<file path="src/inc/ssp_pkg.sv">
// shared constants, types and register map of the synchronous serial port
package ssp_pkg;

	localparam int ADDR_W = 3;
	localparam int DATA_W = 8;

	// register offsets
	localparam logic [ADDR_W-1:0] OFF_BUFFER  = 3'h0;
	localparam logic [ADDR_W-1:0] OFF_STATUS  = 3'h1;
	localparam logic [ADDR_W-1:0] OFF_CONTROL = 3'h2;
	localparam logic [ADDR_W-1:0] OFF_RATE    = 3'h3;
	localparam logic [ADDR_W-1:0] OFF_EVENT   = 3'h4;

	// port_control_one fields
	localparam int CTL_WRITE_COLLISION_FLAG    = 7;
	localparam int CTL_OVF     = 6;
	localparam int CTL_EN      = 5;
	localparam int CTL_CKP     = 4;
	localparam int CTL_MODE_HI = 3;
	localparam int CTL_MODE_LO = 0;

	// port_status_reg fields
	localparam int STAT_SMP = 7;
	localparam int STAT_CKE = 6;
	localparam int STAT_BF  = 0;

	localparam logic [DATA_W-1:0] CTL_RESET  = 8'h00;
	localparam logic [DATA_W-1:0] RATE_RESET = 8'h00;

	// port_mode_select codes
	localparam logic [3:0] MODE_SPI_MASTER_LAST = 4'h3;
	localparam logic [3:0] MODE_SPI_SLAVE_SEL   = 4'h4;
	localparam logic [3:0] MODE_SPI_SLAVE_FREE  = 4'h5;
	localparam logic [3:0] MODE_I2C_SLV7        = 4'h6;
	localparam logic [3:0] MODE_I2C_SLV10       = 4'h7;
	localparam logic [3:0] MODE_I2C_MASTER      = 4'h8;
	localparam logic [3:0] MODE_I2C_FW_MASTER   = 4'hB;
	localparam logic [3:0] MODE_I2C_SLV7_SS     = 4'hE;
	localparam logic [3:0] MODE_I2C_SLV10_SS    = 4'hF;

	// shift timing
	localparam logic [3:0] BITS_PER_BYTE = 4'h8;
	localparam logic [3:0] EDGE_LAST     = 4'hF;

	typedef struct packed {
		logic [ADDR_W-1:0] addr;
		logic [DATA_W-1:0] wdata;
		logic              wr;
		logic              rd;
	} reg_req_t;

	typedef enum logic [1:0] {
		XS_IDLE  = 2'b01,
		XS_SHIFT = 2'b10
	} xfer_state_t;

	typedef struct packed {
		logic [DATA_W-1:0] ctl;
		logic [1:0]        stat_cfg;
		logic              bf;
		logic              evt;
		logic [DATA_W-1:0] rate;
		logic [DATA_W-1:0] buffer;
		logic [DATA_W-1:0] sr;
		logic              out_bit;
		logic              sck;
		logic [3:0]        edges;
		logic [3:0]        bits;
		xfer_state_t       st;
		logic              clk_prev;
		logic              dat_prev;
		logic              bus_busy;
		logic              tx_mode;
		logic [DATA_W-1:0] rdata;
	} state_t;

	typedef struct packed {
		logic [DATA_W:0] cnt;
	} rate_state_t;

endpackage

</file>
<file path="src/rtl/ssp_core.sv">
// synchronous serial port: spi shifter, i2c control and register file
`timescale 1ns/1ps

// What this block does
// - control bits pick master, polarity, phase, rate
// - shift register moves most significant bit first
// - full byte goes to buffer, sets flags
// - next byte shifts while buffer unread
// - buffer write mid-transfer ignored, collision flag
// - reading the buffer clears buffer-full
// - shift register reached only through buffer
// - i2c master write on busy bus collides
// - i2c slave write while sending collides
// - byte onto full buffer sets overflow flag
// - collision and overflow meaningful per direction
// - enable bit hands pins to the port
// - slave clock release bit stretches clock
// - slave mode codes with address width
// - master clock is clock over four(rate+1)
// - firmware master code keeps slave idle
// - unlisted codes are never i2c modes
module ssp_core (
	input  logic                   CLOCK,
	input  logic                   RESET,
	input  ssp_pkg::reg_req_t      REG_REQ,
	output logic [7:0]             RD_DATA,
	output logic                   PORT_EVENT,
	input  logic                   CLK_PIN_I,
	output logic                   CLK_PIN_O,
	output logic                   CLK_PIN_OE,
	input  logic                   DIN_PIN_I,
	output logic                   DIN_PIN_O,
	output logic                   DIN_PIN_OE,
	output logic                   DOUT_PIN_O,
	output logic                   DOUT_PIN_OE,
	input  logic                   SEL_N
);

	ssp_pkg::state_t s_q;
	ssp_pkg::state_t s_d;

	logic       enabled;
	logic [3:0] mode;
	logic       i2c;
	logic       i2c_master;
	logic       i2c_slave;
	logic       spi_master;
	logic       spi_slave;
	logic       drives_clock;
	logic       pol;
	logic       cpha;
	logic       busy;
	logic       deselected;
	logic       rise;
	logic       fall;
	logic       start_cond;
	logic       stop_cond;
	logic       tick;
	logic       run;
	logic       slave_live;
	logic       lead;
	logic       trail;
	logic       late;
	logic       sample_ev;
	logic       shift_ev;
	logic [7:0] sr_smp;
	logic [3:0] bits_inc;
	logic       done_ev;
	logic       buf_wr;
	logic       buf_rd;
	logic       wr_collide;

	function automatic logic is_i2c_slave(input logic [3:0] m);
		return (m == ssp_pkg::MODE_I2C_SLV7) || (m == ssp_pkg::MODE_I2C_SLV10) ||
			(m == ssp_pkg::MODE_I2C_SLV7_SS) || (m == ssp_pkg::MODE_I2C_SLV10_SS);
	endfunction

	// any code outside the listed set falls back to spi or to nothing
	function automatic logic is_i2c(input logic [3:0] m);
		return is_i2c_slave(m) || (m == ssp_pkg::MODE_I2C_MASTER) ||
			(m == ssp_pkg::MODE_I2C_FW_MASTER);
	endfunction

	assign enabled      = s_q.ctl[ssp_pkg::CTL_EN];
	assign mode         = s_q.ctl[ssp_pkg::CTL_MODE_HI:ssp_pkg::CTL_MODE_LO];
	assign i2c          = is_i2c(mode);
	assign i2c_master   = (mode == ssp_pkg::MODE_I2C_MASTER);
	assign i2c_slave    = is_i2c_slave(mode);
	assign spi_master   = (mode <= ssp_pkg::MODE_SPI_MASTER_LAST);
	assign spi_slave    = (mode == ssp_pkg::MODE_SPI_SLAVE_SEL) ||
		(mode == ssp_pkg::MODE_SPI_SLAVE_FREE);
	assign drives_clock = spi_master || i2c_master;
	// i2c always changes data while scl is low and samples on its rise
	assign pol          = i2c ? 1'b0 : s_q.ctl[ssp_pkg::CTL_CKP];
	assign cpha         = i2c ? 1'b0 : !s_q.stat_cfg[0];
	assign busy         = (s_q.st == ssp_pkg::XS_SHIFT);
	assign deselected   = (mode == ssp_pkg::MODE_SPI_SLAVE_SEL) && SEL_N;

	assign rise       = CLK_PIN_I && !s_q.clk_prev;
	assign fall       = !CLK_PIN_I && s_q.clk_prev;
	assign start_cond = s_q.clk_prev && CLK_PIN_I && s_q.dat_prev && !DIN_PIN_I;
	assign stop_cond  = s_q.clk_prev && CLK_PIN_I && !s_q.dat_prev && DIN_PIN_I;

	assign run = enabled && drives_clock && busy;

	ssp_rate_gen #(
		.W (ssp_pkg::DATA_W)
	) u_rate (
		.CLOCK (CLOCK),
		.RESET (RESET),
		.RUN   (run),
		.RATE  (s_q.rate),
		.TICK  (tick)
	);

	// the spi slave sees the pin unless deselected in select mode; the i2c slave only after a start
	assign slave_live = enabled &&
		((spi_slave && !deselected) || (i2c_slave && s_q.bus_busy));
	assign lead  = drives_clock ? (tick && (s_q.sck == pol))
		: (slave_live && (pol ? fall : rise));
	assign trail = drives_clock ? (tick && (s_q.sck != pol))
		: (slave_live && (pol ? rise : fall));
	assign late      = spi_master && s_q.stat_cfg[1] && !cpha;
	assign sample_ev = (cpha || late) ? trail : lead;
	assign shift_ev  = cpha ? lead : trail;
	assign sr_smp    = {s_q.sr[6:0], DIN_PIN_I};
	assign bits_inc  = s_q.bits + 4'h1;
	assign done_ev   = sample_ev && (bits_inc == ssp_pkg::BITS_PER_BYTE);

	assign buf_wr = REG_REQ.wr && (REG_REQ.addr == ssp_pkg::OFF_BUFFER);
	assign buf_rd = REG_REQ.rd && (REG_REQ.addr == ssp_pkg::OFF_BUFFER);
	// an i2c master may not start while someone else owns the bus
	assign wr_collide = buf_wr && (busy || (i2c_master && s_q.bus_busy));

	always_comb begin
		s_d = s_q;
		s_d.clk_prev = CLK_PIN_I;
		s_d.dat_prev = DIN_PIN_I;

		s_d.rdata = '0;
		if (REG_REQ.rd) begin
			case (REG_REQ.addr)
				ssp_pkg::OFF_BUFFER:  s_d.rdata = s_q.buffer;
				ssp_pkg::OFF_STATUS:  s_d.rdata = {s_q.stat_cfg, 5'h00, s_q.bf};
				ssp_pkg::OFF_CONTROL: s_d.rdata = s_q.ctl;
				ssp_pkg::OFF_RATE:    s_d.rdata = s_q.rate;
				ssp_pkg::OFF_EVENT:   s_d.rdata = {7'h00, s_q.evt};
				default:              s_d.rdata = '0;
			endcase
		end

		// software writes first, so hardware sets below win over clears
		if (REG_REQ.wr) begin
			case (REG_REQ.addr)
				ssp_pkg::OFF_STATUS:  s_d.stat_cfg = REG_REQ.wdata[ssp_pkg::STAT_SMP:
					ssp_pkg::STAT_CKE];
				ssp_pkg::OFF_CONTROL: s_d.ctl = REG_REQ.wdata;
				ssp_pkg::OFF_RATE:    s_d.rate = REG_REQ.wdata;
				ssp_pkg::OFF_EVENT:   s_d.evt = REG_REQ.wdata[0];
				default:              s_d.evt = s_q.evt;
			endcase
		end
		if (buf_rd) begin
			s_d.bf = 1'b0;
		end

		if (start_cond) begin
			s_d.bus_busy = 1'b1;
		end else if (stop_cond) begin
			s_d.bus_busy = 1'b0;
		end

		if (tick) begin
			s_d.sck   = !s_q.sck;
			s_d.edges = s_q.edges + 4'h1;
			if (s_q.edges == ssp_pkg::EDGE_LAST) begin
				s_d.st = ssp_pkg::XS_IDLE;
			end
		end

		if (sample_ev) begin
			s_d.sr   = sr_smp;
			s_d.bits = bits_inc;
			if (!drives_clock) begin
				s_d.st = ssp_pkg::XS_SHIFT;
			end
		end
		if (shift_ev) begin
			s_d.out_bit = sample_ev ? sr_smp[7] : s_q.sr[7];
		end

		if (done_ev) begin
			s_d.bits = '0;
			s_d.evt  = 1'b1;
			if (!drives_clock) begin
				s_d.st      = ssp_pkg::XS_IDLE;
				s_d.tx_mode = 1'b0;
			end
			// a full buffer keeps its byte; the new one is lost
			if (s_q.bf && !buf_rd) begin
				s_d.ctl[ssp_pkg::CTL_OVF] = 1'b1;
			end else begin
				s_d.buffer = sr_smp;
				s_d.bf     = 1'b1;
			end
		end

		if (i2c_slave && (start_cond || stop_cond)) begin
			s_d.bits = '0;
			s_d.st   = ssp_pkg::XS_IDLE;
			if (mode == ssp_pkg::MODE_I2C_SLV7_SS || mode == ssp_pkg::MODE_I2C_SLV10_SS) begin
				s_d.evt = 1'b1;
			end
		end

		if (wr_collide) begin
			s_d.ctl[ssp_pkg::CTL_WRITE_COLLISION_FLAG] = 1'b1;
		end else if (buf_wr) begin
			s_d.buffer  = REG_REQ.wdata;
			s_d.sr      = REG_REQ.wdata;
			s_d.out_bit = REG_REQ.wdata[7];
			s_d.tx_mode = 1'b1;
			if (drives_clock) begin
				s_d.st    = ssp_pkg::XS_SHIFT;
				s_d.edges = '0;
				s_d.sck   = pol;
			end
		end

		if (!enabled || !i2c) begin
			s_d.bus_busy = 1'b0;
		end
		if (!enabled) begin
			s_d.bits    = '0;
			s_d.edges   = '0;
			s_d.st      = ssp_pkg::XS_IDLE;
			s_d.tx_mode = 1'b0;
		end
		if (s_d.st == ssp_pkg::XS_IDLE) begin
			s_d.sck = pol;
		end
	end

	always_ff @(posedge CLOCK) begin
		if (RESET) begin
			s_q      <= '0;
			s_q.ctl  <= ssp_pkg::CTL_RESET;
			s_q.rate <= ssp_pkg::RATE_RESET;
			s_q.st   <= ssp_pkg::XS_IDLE;
		end else begin
			s_q <= s_d;
		end
	end

	assign RD_DATA    = s_q.rdata;
	assign PORT_EVENT = s_q.evt;
	// clock pin: push-pull for spi master, open drain for i2c
	assign CLK_PIN_O  = i2c ? 1'b0 : s_q.sck;
	assign CLK_PIN_OE = enabled && (i2c ?
		((i2c_master && busy && !s_q.sck) ||
		(i2c_slave && !s_q.ctl[ssp_pkg::CTL_CKP])) : spi_master);
	assign DIN_PIN_O  = 1'b0;
	assign DIN_PIN_OE = enabled && i2c && busy && s_q.tx_mode && !s_q.out_bit;
	assign DOUT_PIN_O  = s_q.out_bit;
	assign DOUT_PIN_OE = enabled && (spi_master || (spi_slave && !deselected));
endmodule

</file>
<file path="src/rtl/ssp_rate_gen.sv">
// half-period tick generator for the master serial clock
`timescale 1ns/1ps
module ssp_rate_gen #(
	parameter int W = 8
) (
	input  logic         CLOCK,
	input  logic         RESET,
	input  logic         RUN,
	input  logic [W-1:0] RATE,
	output logic         TICK
);

	ssp_pkg::rate_state_t s_q;
	ssp_pkg::rate_state_t s_d;
	logic [W:0]           last;

	// two ticks per serial clock period: clock = CLOCK / (4 * (RATE + 1))
	assign last = {RATE, 1'b1};
	assign TICK = RUN && (s_q.cnt == last);

	always_comb begin
		s_d = s_q;
		if (!RUN || TICK) begin
			s_d.cnt = '0;
		end else begin
			s_d.cnt = s_q.cnt + {{W{1'b0}}, 1'b1};
		end
	end

	always_ff @(posedge CLOCK) begin
		if (RESET) begin
			s_q <= '0;
		end else begin
			s_q <= s_d;
		end
	end
endmodule

</file>
<file path="config.mk">
export PLATFORM = sky130hd
export DESIGN_NAME = ssp_core
export DESIGN_NICKNAME = d
export VERILOG_FILES = /design/src/inc/ssp_pkg.sv /design/src/rtl/ssp_core.sv /design/src/rtl/ssp_rate_gen.sv
export SDC_FILE = /design/constraint.sdc
export NUM_CORES = 1
export LEC_CHECK = 0
export BUFFER_PORTS_ARGS = -buffer_cell sky130_fd_sc_hd__buf_2
export CAP_MARGIN = 10
export CORE_MARGIN = 10
export CORE_UTILIZATION = 55
export DETAILED_ROUTE_END_ITERATION = 6
export PLACE_DENSITY = 0.72
export SYNTH_ARGS = -nofsm -noshare
export SYNTH_HDL_FRONTEND = slang
export SYNTH_SLANG_ARGS = --single-unit
</file>
<file path="constraint.sdc">
create_clock -name CLOCK -period 2.9 [get_ports CLOCK]
set_clock_uncertainty 0.15 [all_clocks]
set_input_delay 0.29 -clock CLOCK [delete_from_list [all_inputs] [get_ports CLOCK]]
set_output_delay 0.29 -clock CLOCK [all_outputs]
set_load 0.03 [all_outputs]
</file>
=== Yosys cells after proc, flatten, opt, wreduce, memory -nomap -nowiden ===
Cells that the tools add are included.
Widths: inputs -> output; s select.

* Add/sub/neg operators: 3
* Shift operators: 0
* Multiply operators: 0
* Muxes and demuxes: 52
* Reductions and logical operators: 79
* Bitwise logic cells: 2
* Eq/ne operators: 19
* Divide/modulo/power cells: 0
* Order comparisons: 1

{| class="wikitable"
|+ Operators with widths
! kind !! number
|-
| $mux 22 || 2
|-
| $mux 8 || 5
|-
| $pmux 8 s5 || 1
|-
| $logic_and 1x1->1 || 36
|-
| $mux 1 || 27
|-
| $mux 2 || 13
|-
| $eq 4x4->1 const B || 6
|-
| $eq 4x3->1 const B || 4
|-
| $logic_or 1x1->1 || 16
|-
| $logic_not 1->1 || 14
|-
| $mux 10 || 1
|-
| $mux 5 || 2
|-
| $add 9x1->9 const B || 1
|-
| $eq 9x9->1 || 1
|-
| $mux 9 || 1
|-
| $add 4x1->4 const B || 2
|-
| $reduce_and 2->1 || 4
|-
| $reduce_or 2->1 || 4
|-
| $eq 3x2->1 const B || 2
|-
| $reduce_bool 2->1 || 3
|-
| $le 4x2->1 const B || 1
|-
| $reduce_or 4->1 || 1
|-
| $eq 3x1->1 const B || 1
|-
| $eq 3x3->1 const B || 1
|-
| 6 further kinds || 7
|}

* Memories: 0
* Memory bits (writable): 0
* Output and inout bits: 15
* Bits in latches: 0
* Register bits: 69
* Bits in read-only memories: 0

=== Logic depth before layout (Yosys ltp) ===
Gate-level depths: netlist of run 1.

* Depth after elaboration: 21
* Depth in mapped cells: 11

=== By module ===
Synthesis of run 1 repeated with hierarchy kept, for this count alone.

* Cell total of the unflattened synthesis: 403
* Area, all modules: 3,631.0 um2

{| class="wikitable"
|+ By module, submodules not included
! module !! cells an instance !! area each (um2) !! sequential area each (um2) !! times used
|-
| ssp_core || 350 || 3,151.8 || 1,201.2 || 1
|-
| ssp_rate_gen || 53 || 479.2 || 180.2 || 1
|}

=== Worst setup path before layout of run 1 ===
Ideal clock, no wire load.

* Path kind: reg2reg
* Start: register s_q, in the netlist mode[2]
* End: register s_q[26] (netlist name)
* Data required time: 2,617 ps
* Arrival: 2,284 ps
* Clock period less this slack: 2,567 ps
* Library setup time: 133 ps
* Stages on the path, launching flop included: 11
* Path slack: 333 ps
* Cell sequence: dfxtp_1 buf_2 a21o_1 a211o_1 and3_4 o41ai_4 or2_1 buf_4 buf_6 mux2i_1 a21oi_1

* Word-level cells in the longest chain between the ends: 14

{| class="wikitable"
|+ RTL lines
! item !! RTL line !! text
|-
| start: declaration || ssp_core.sv:39 || <nowiki>ssp_pkg::state_t s_q;</nowiki>
|-
| $eq 4x3->1 || ssp_core.sv:74 || <nowiki>return (m == ssp_pkg::MODE_I2C_SLV7) || (m == ssp_pkg::MODE_I2C_SLV10) ||</nowiki>
|-
| $logic_or 1x1->1 (2 in a row) || ssp_core.sv:74 ||
|-
| $logic_or 1x1->1 || ssp_core.sv:75 || <nowiki>(m == ssp_pkg::MODE_I2C_SLV7_SS) || (m == ssp_pkg::MODE_I2C_SLV10_SS);</nowiki>
|-
| $logic_or 1x1->1 (2 in a row) || ssp_core.sv:80 || <nowiki>return is_i2c_slave(m) || (m == ssp_pkg::MODE_I2C_MASTER) ||</nowiki>
|-
| $mux 1 (on tied branches) || ssp_core.sv:94, ssp_core.sv:95 ||
|-
| $mux 1, or another cell as far along || ssp_core.sv:120 || <nowiki>: (slave_live && (pol ? fall : rise));</nowiki>
|-
| $logic_and 1x1->1 (on tied branches) || - ||
|-
| $mux 1, or another cell as far along || ssp_core.sv:119 || <nowiki>assign lead = drives_clock ? (tick && (s_q.sck == pol))</nowiki>
|-
| $mux 1 || ssp_core.sv:124 || <nowiki>assign sample_ev = (cpha || late) ? trail : lead;</nowiki>
|-
| $mux 8 || ssp_core.sv:181 || <nowiki>if (sample_ev) begin</nowiki>
|-
| $mux 22 || ssp_core.sv:218 || <nowiki>end else if (buf_wr) begin</nowiki>
|-
| $mux 22 * || ssp_core.sv:216 || <nowiki>if (wr_collide) begin</nowiki>
|}

Mark *: on every way between the ends. The rest lies on a longest branch, timed or not.
A chain may end at the register's enable or synchronous reset.

=== Final worst setup path of run 1 ===
* Start: register s_q, in the netlist mode[3]
* End: register s_q[14] (netlist name)

* Word-level cells in the longest chain between the ends: 13

{| class="wikitable"
|+ RTL lines
! item !! RTL line !! text
|-
| $eq 4x3->1 || ssp_core.sv:74 ||
|-
| $logic_or 1x1->1 (2 in a row) || ssp_core.sv:74 ||
|-
| $logic_or 1x1->1 || ssp_core.sv:75 ||
|-
| $logic_or 1x1->1 (2 in a row) || ssp_core.sv:80 ||
|-
| $mux 1 (on tied branches) || ssp_core.sv:94, ssp_core.sv:95 ||
|-
| $mux 1, or another cell as far along || ssp_core.sv:120 ||
|-
| $logic_and 1x1->1 (on tied branches) || - ||
|-
| $mux 1, or another cell as far along || ssp_core.sv:119 ||
|-
| $mux 1 || ssp_core.sv:124 ||
|-
| $logic_and 1x1->1 || ssp_core.sv:128 || <nowiki>assign done_ev = sample_ev && (bits_inc == ssp_pkg::BITS_PER_BYTE);</nowiki>
|-
| $reduce_or 4->1 (no line) || - ||
|}

Several ways; a longest one is shown, not always the timed one.

==> key figures, run 1 <==
Die
  • Cell row count: 28
  • DIE AREA: 9810 µm²
  • Die W: 99.1 µm
  • Core footprint: 5990 µm²
  • Initial Util: 57.4%
  • Ports: 33
  • Die height: 99.1 µm

Drt
  • Average routed wire per standard cell: approximately 16 µm
  • Avg Vias per Cell: roughly 5.6
  • Detailed Routing Iterations Pass 1: 4
  • Drt drc: 0
  • Detailed-route via count: 2834
  • Antenna viol nets, final: 0
  • DR iter-0 viols: approximately 270
  • Final WL: 8100 µm

Power and ir drop
  • Power Density: 498 nW/µm²
  • IR drop worst, VDD: around 0.42 mV
  • Power Total: 1910 µW
  • Lkg Pwr: around 0.0015 µW

GRT
  • Gr usage total: between 10% and 20%
  • Vias in the first global route: 2756
  • First-pass GRT wire length: approximately 13000 µm
  • GR Util met2: approximately a quarter
  • Busiest layer in global routing: met2
  • Antenna violations before repair: 0
  • Met3 Usage GRT: 3.63%
  • GR Util met1: 21.6%
  • Largest net degree at the start of global routing: 29
  • Congestion Overflow GR: 0

Yosys
  • Syn avg cell area: 8.68 µm²
  • Synthesized cell area: between 3000 and 4000 µm²
  • Ys Warns: 0
  • Async SR Flop Fraction: 0%
  • Top post-synthesis cells by area: dfxtp_1, mux2i_1, a21oi_1, nand2_1, nor2_1
  • Number of synthesized register bits: 69
  • Cell accounting for the most synthesized area: dfxtp_1
  • Top_reg_cell synth: dfxtp_1
  • Post-Syn Nets: 418
  • Synth Instances: 396
  • Synth top area share: between 40% and 50%
  • Number of synthesized flops with an enable pin: 0
  • Fraction of the yosys area taken by sequential cells: around two fifths
  • Synth cell types: 52

STA
  • Setup Viol. Count Final: 0
  • Period utilization: about 90%
  • TNS Setup: 0 ps
  • Slew Viols, Final: 0
  • Fin. Hold Viols: 0
  • RSZ-0062 raised after global routing: no
  • Fmax achieved: 373 MHz
  • Post-layout minimum cycle time: between 2000 and 3000 ps
  • Post-route setup slack: 222 ps

Placed design
  • Pre-CTS setup slack: 221 ps
  • Placed insts: 488
  • Placed wire-length estimate: 6240 µm
  • Gpl congestion: 0.933
  • I/O Buffers: 31
  • Post-DP Area: 3620 µm²

Clock network
  • Total CTS buffers: 9
  • Skew-Pair Late Insertion Delay: 350 ps
  • H-tree depth: 3
  • CTS max path bufs: 2
  • Clock Sinks: 69
  • Cts repair resizes: 0
  • Cts hold-fix bufs: 0
  • Clk root buf: clkbuf_8
  • CTS tree: built
  • CTS clk-pin slew, worst paths: 80 ps
  • Setup Buffers After CTS: 0

Layout
  • NumNets Final: 448
  • Fin area: 3840 µm²
  • # diodes: 0
  • P&R area growth vs syn: 11.9%
  • Fill count: 526
  • Post-route insts no fill: 506
  • Fraction of layout cells with a size suffix above 1: about 17%

Worst setup path
  • Largest stage delay on the critical path: 470 ps
  • CP cell instances: nor4b_4 > a211o_1 > a21oi_1 > o21ai_2 > o41ai_4 > buf_4 > or2_1 > buf_4 > mux2_2 > nor2_1
  • Worst setup path start: mode[3]
  • WS Path Type: flip-flop to flip-flop
  • Arrival @ worst endpoint: around 2800 ps
  • Worst path bufs/invs: 2
  • Crit end category: flip-flop
  • Launch point of the worst reg-to-reg path: mode[3]
  • CP Launch Type: flip-flop
  • Crit path top cell by count: buf_4
  • Crit path max-delay family: simple AND/OR/NAND/NOR gates
  • CP Data Required Time: between 3000 and 4000 ps
  • Critical path's slowest cell: dfxtp_1
  • Critical path peak fanout: 9

Run status
  • Status: finished clean

Worst hold path
  • Hold crit path type: input port to flip-flop
  • Worst Hold Launch: CLK_PIN_I

Job
  • # Max-Cap Violations: 0
final cells by class:
type / count / area (µm²) / area share [%]
Tap cell: 75 / 93.8 / 2.44
Clock inverter: 6 / 71.3 / 1.85
Sequential cell: 69 / 1380 / 35.9
Clock buffer: 10 / 138 / 3.58
Timing Repair Buffer: 44 / 253 / 6.57
Multi-Input combinational cell: 295 / 1880 / 48.9
Inverter: 7 / 26.3 / 0.683
path summary, 6_finish.rpt:
| path | depth (start not counted) | end | slack (ps) |
|---|---|---|---|
| hold reg to reg | 2 | s_q[8] | 320 |
| hold / removal | 2 | s_q[11] | 60 |
| setup / recovery | 10 | s_q[14] | 220 |
| setup reg to reg | 10 | s_q[14] | 220 |
metrics by stage:
step	utilization (%)	hold slack, ps
final	64.2	55.6
after global routing	64.2	46.3
after CTS	63.9	48.1
after detailed placement	60.4	310
after global placement	60.4	304
after floorplan	-	268
worst register-to-register path, cell delays in order (launching register included):
cell and delay [ps]:
dfxtp_1 470, nor4b_4 350, a211o_1 250, a21oi_1 120, o21ai_2 200, o41ai_4 90
buf_4 180, or2_1 280, buf_4 180, mux2_2 260, nor2_1 80
cells by family after synthesis:
family | synth area share, %
simple gates | 22.2
compound gates | 14.3
flops | 40.2
buf+inv | 5.06
mux | 9.90
xor+xnor | 6.84
fa+ha+maj | 1.46
other cells | 0.109
where the power goes:
part / internal, µW / total [µW] / switching [µW]
logic: 44.0 / 117 / 72.7
registers: 962 / 978 / 15.2
clock network: 426 / 820 / 394
registers in the layout, summed over array words and instances, names as in the netlist:
name and count:
DOUT_PIN_O 1, enabled 1, RD_DATA 8, PORT_EVENT 1, mode 4, s_q 45
u_rate.s_q 9
cell usage in the layout, fill, tap and decap left out, types with 7 or more instances in the layout:
cell type,Yosys,layout
buf_4,10,13
nor2_1,39,39
inv_1,7,7
xnor2_1,15,15
a31oi_1,8,8
buf_2,1,31
a21oi_1,44,44
xor2_1,10,10
nand3_1,10,10
nor2b_1,12,12
o21ai_0,12,12
dfxtp_1,69,69
mux2i_1,25,25
clkbuf_8,0,10
nand2_1,55,55
layer usage:
| layer | routed length [µm] | vias to the layer above |
|---|---|---|
| met5 | 0 | - |
| met2 | 3730 | 65 |
| li1 | - | 1423 |
| met1 | 3690 | 1330 |
| met4 | 182 | 0 |
| met3 | 498 | 16 |
synth_stat cells, types with 7 or more instances:
cell      instances
nand2_1          55
dfxtp_1          69
xnor2_1          15
nor2b_1          12
a31oi_1           8
clkbuf_1         11
nand3_1          10
xor2_1           10
inv_1             7
buf_4            10
nor2_1           39
o21ai_0          12
mux2i_1          25
a21oi_1          44
Note: power is estimated with default switching activity, not from simulation.
==> run 2, diff against run 1 <==
CAP_MARGIN = default   (was 10)
CORE_MARGIN = default   (was 10)
==> key figures, run 2 (same netlist as run 1, synthesis figures left out) <==
Worst setup path
  • Worst R2R Path Depth: 7 (was 10)
  • Largest stage delay on the critical path: 510 ps (was 470 ps)
  • Worst path bufs/invs: 0 (was 2)
  • Launch point of the worst reg-to-reg path: mode[2] (was mode[3])
  • CP Launch Type: flip-flop (unchanged)
  • Crit path max-delay family: compound AO/OA/AOI/OAI gates (was simple AND/OR/NAND/NOR gates)
  • Critical path's slowest cell: o41ai_4 (was dfxtp_1)
  • WS Path Type: flip-flop to flip-flop (unchanged)
  • Worst R2R Setup Slack: 190 ps (was 220 ps)
  • CP Data Required Time: 2980 ps (was 3040 ps)
  • Reg-to-reg endpoint: s_q[22] (was s_q[14])
  • Crit end category: flip-flop (unchanged)
  • Arrival @ worst endpoint: 2790 ps (was 2820 ps)
  • CP cell instances: a21o_1 > a211o_1 > and3_4 > o41ai_4 > nand2_1 > o2111ai_1 > mux2_1 (was nor4b_4 > a211o_1 > a21oi_1 > o21ai_2 > o41ai_4 > buf_4 > or2_1 > buf_4 > mux2_2 > nor2_1)
  • Critical path peak fanout: 10 (was 9)
  • Worst setup path start: mode[2] (was mode[3])

STA
  • Slew Viols, Final: 0 (unchanged)
  • RSZ-0062 raised after global routing: no (unchanged)
  • Fin. Hold Viols: 0 (unchanged)
  • Fmax achieved: 369 MHz (was 373 MHz)
  • Setup Viol. Count Final: 0 (unchanged)
  • TNS Setup: 0 ps (unchanged)
  • Period utilization: 93.5% (was 92.4%)
  • Post-layout minimum cycle time: 2710 ps (was 2680 ps)

Layout
  • Post-route insts no fill: 504 (was 506)
  • Fraction of layout cells with a size suffix above 1: 16.8% (was 17.4%)
  • Area of the multi-input gates: 1880 µm² (unchanged)
  • Fill count: 536 (was 526)
  • # diodes: 0 (unchanged)
  • Most frequent cells in the layout: dfxtp_1, nand2_1, a21oi_1, nor2_1, buf_2 (unchanged)
  • FF/Latch Area: 1380 µm² (unchanged)
  • Leading cell type in the layout, fill and taps excluded: dfxtp_1 (unchanged)
  • P&R area growth vs syn: 10.4% (was 11.9%)
  • Max reg flops: 45 (unchanged)
  • NumNets Final: 447 (was 448)
  • Top reg by flops: s_q (unchanged)

Die
  • Ports: 33 (unchanged)
  • Die height: 81.1 µm (was 99.1 µm)
  • DIE AREA: 6570 µm² (was 9810 µm²)
  • Core footprint: 5990 µm² (unchanged)
  • Die W: 81.1 µm (was 99.1 µm)
  • Initial Util: 57.4% (unchanged)
  • Cell row count: 28 (unchanged)

Worst hold path
  • Hold crit path type: input port to flip-flop (unchanged)
  • Hold Path Stages: 2 (unchanged)
  • Worst Hold Launch: CLK_PIN_I (unchanged)
  • Hold Path Sink: s_q[11] (unchanged)

GRT
  • Vias in the first global route: 2583 (was 2756)
  • Antenna violations before repair: 0 (unchanged)
  • First-pass GRT wire length: 12700 µm (was 13500 µm)
  • Congestion Overflow GR: 0 (unchanged)
  • Largest net degree at the start of global routing: 29 (unchanged)
  • Gr usage total: 26.2% (was 16.8%)

Clock network
  • Cts hold-fix bufs: 0 (unchanged)
  • Clock Sinks: 69 (unchanged)
  • H-tree depth: 3 (unchanged)
  • Skew-Pair Late Insertion Delay: 340 ps (was 350 ps)
  • Setup Buffers After CTS: 0 (unchanged)
  • CTS max path bufs: 2 (unchanged)
  • Total CTS buffers: 9 (unchanged)
  • CTS tree: built (unchanged)
  • Clk root buf: clkbuf_8 (unchanged)
  • CTS clk-pin slew, worst paths: 70 ps (was 80 ps)

Placed design
  • I/O Buffers: 31 (unchanged)
  • Placed wire-length estimate: 5970 µm (was 6240 µm)
  • Gpl congestion: 0.906 (was 0.933)
  • Placed insts: 489 (was 488)

Drt
  • Detailed-route via count: 2863 (was 2834)
  • Antenna viol nets, final: 0 (unchanged)
  • Average routed wire per standard cell: 15.7 µm (was 16.0 µm)
  • DR iter-0 viols: 193 (was 265)
  • Final WL: 7930 µm (was 8100 µm)
  • Avg Vias per Cell: 5.68 (was 5.60)
  • Drt drc: 0 (unchanged)
  • Detailed Routing Iterations Pass 1: 5 (was 4)

Run status
  • Status: finished clean (unchanged)

Power and ir drop
  • Power Total: 1770 µW (was 1910 µW)
  • Lkg Pwr: 0.00145 µW (was 0.00147 µW)
  • IR drop worst, VDD: 0.240 mV (was 0.423 mV)
  • Power Density: 467 nW/µm² (was 498 nW/µm²)

Job
  • # Max-Cap Violations: 0 (unchanged)
[run 2: final cells by class]
| type | instances | share of cell area [%] |
|---|---|---|
| tap | 75 | 2.47 |
| sequential | 69 | 36.4 |
| multi-input combinational | 295 | 49.6 |
| inverter | 7 | 0.692 |
| clock buffer | 11 | 3.73 |
| clock inverter | 4 | 0.659 |
| timing repair buffer | 43 | 6.46 |
[run 2: timing repair]
item / 4_1_cts / 5_1_grt
endpoints found under the hold margin: 0 / 0
gates resized for setup: 0 / 0
setup endpoints to repair: 0 / 1
[run 2: through the flow]
stage / worst slack [ps] / hold slack, ps / utilization (%) / area, µm²
after global placement: 298 / 308 / 60.6 / 3630
after CTS: 205 / 54.9 / 63.3 / 3790
after detailed placement: 215 / 322 / 60.6 / 3630
final: 189 / 65.3 / 63.3 / 3790
after global routing: 34.5 / 52.6 / 63.3 / 3790
after floorplan: 333 / 268 / - / 3440
[run 2: how the worst max path moves through the flow]
stage	end	slack (ps)	cells after the start
floorplan	s_q[26]	330	10
global placement	s_q[26]	300	8
detailed placement	s_q[29]	210	8
CTS	s_q[29]	200	8
global route	s_q[27]	30	8
finish	s_q[22]	190	7
[run 2: power by group]
part           switching, µW  internal, µW
sequential              15.3           963
clock                    351           326
combinational           73.8          44.0
[run 2: per-layer routing]
layer	part of all wire [%]	track usage [%]	up-vias
met5	0	0	-
met4	1.6	9.46	0
met3	5.8	6.29	14
met2	47	41.3	83
met1	46	34.8	1345
li1	-	-	1421
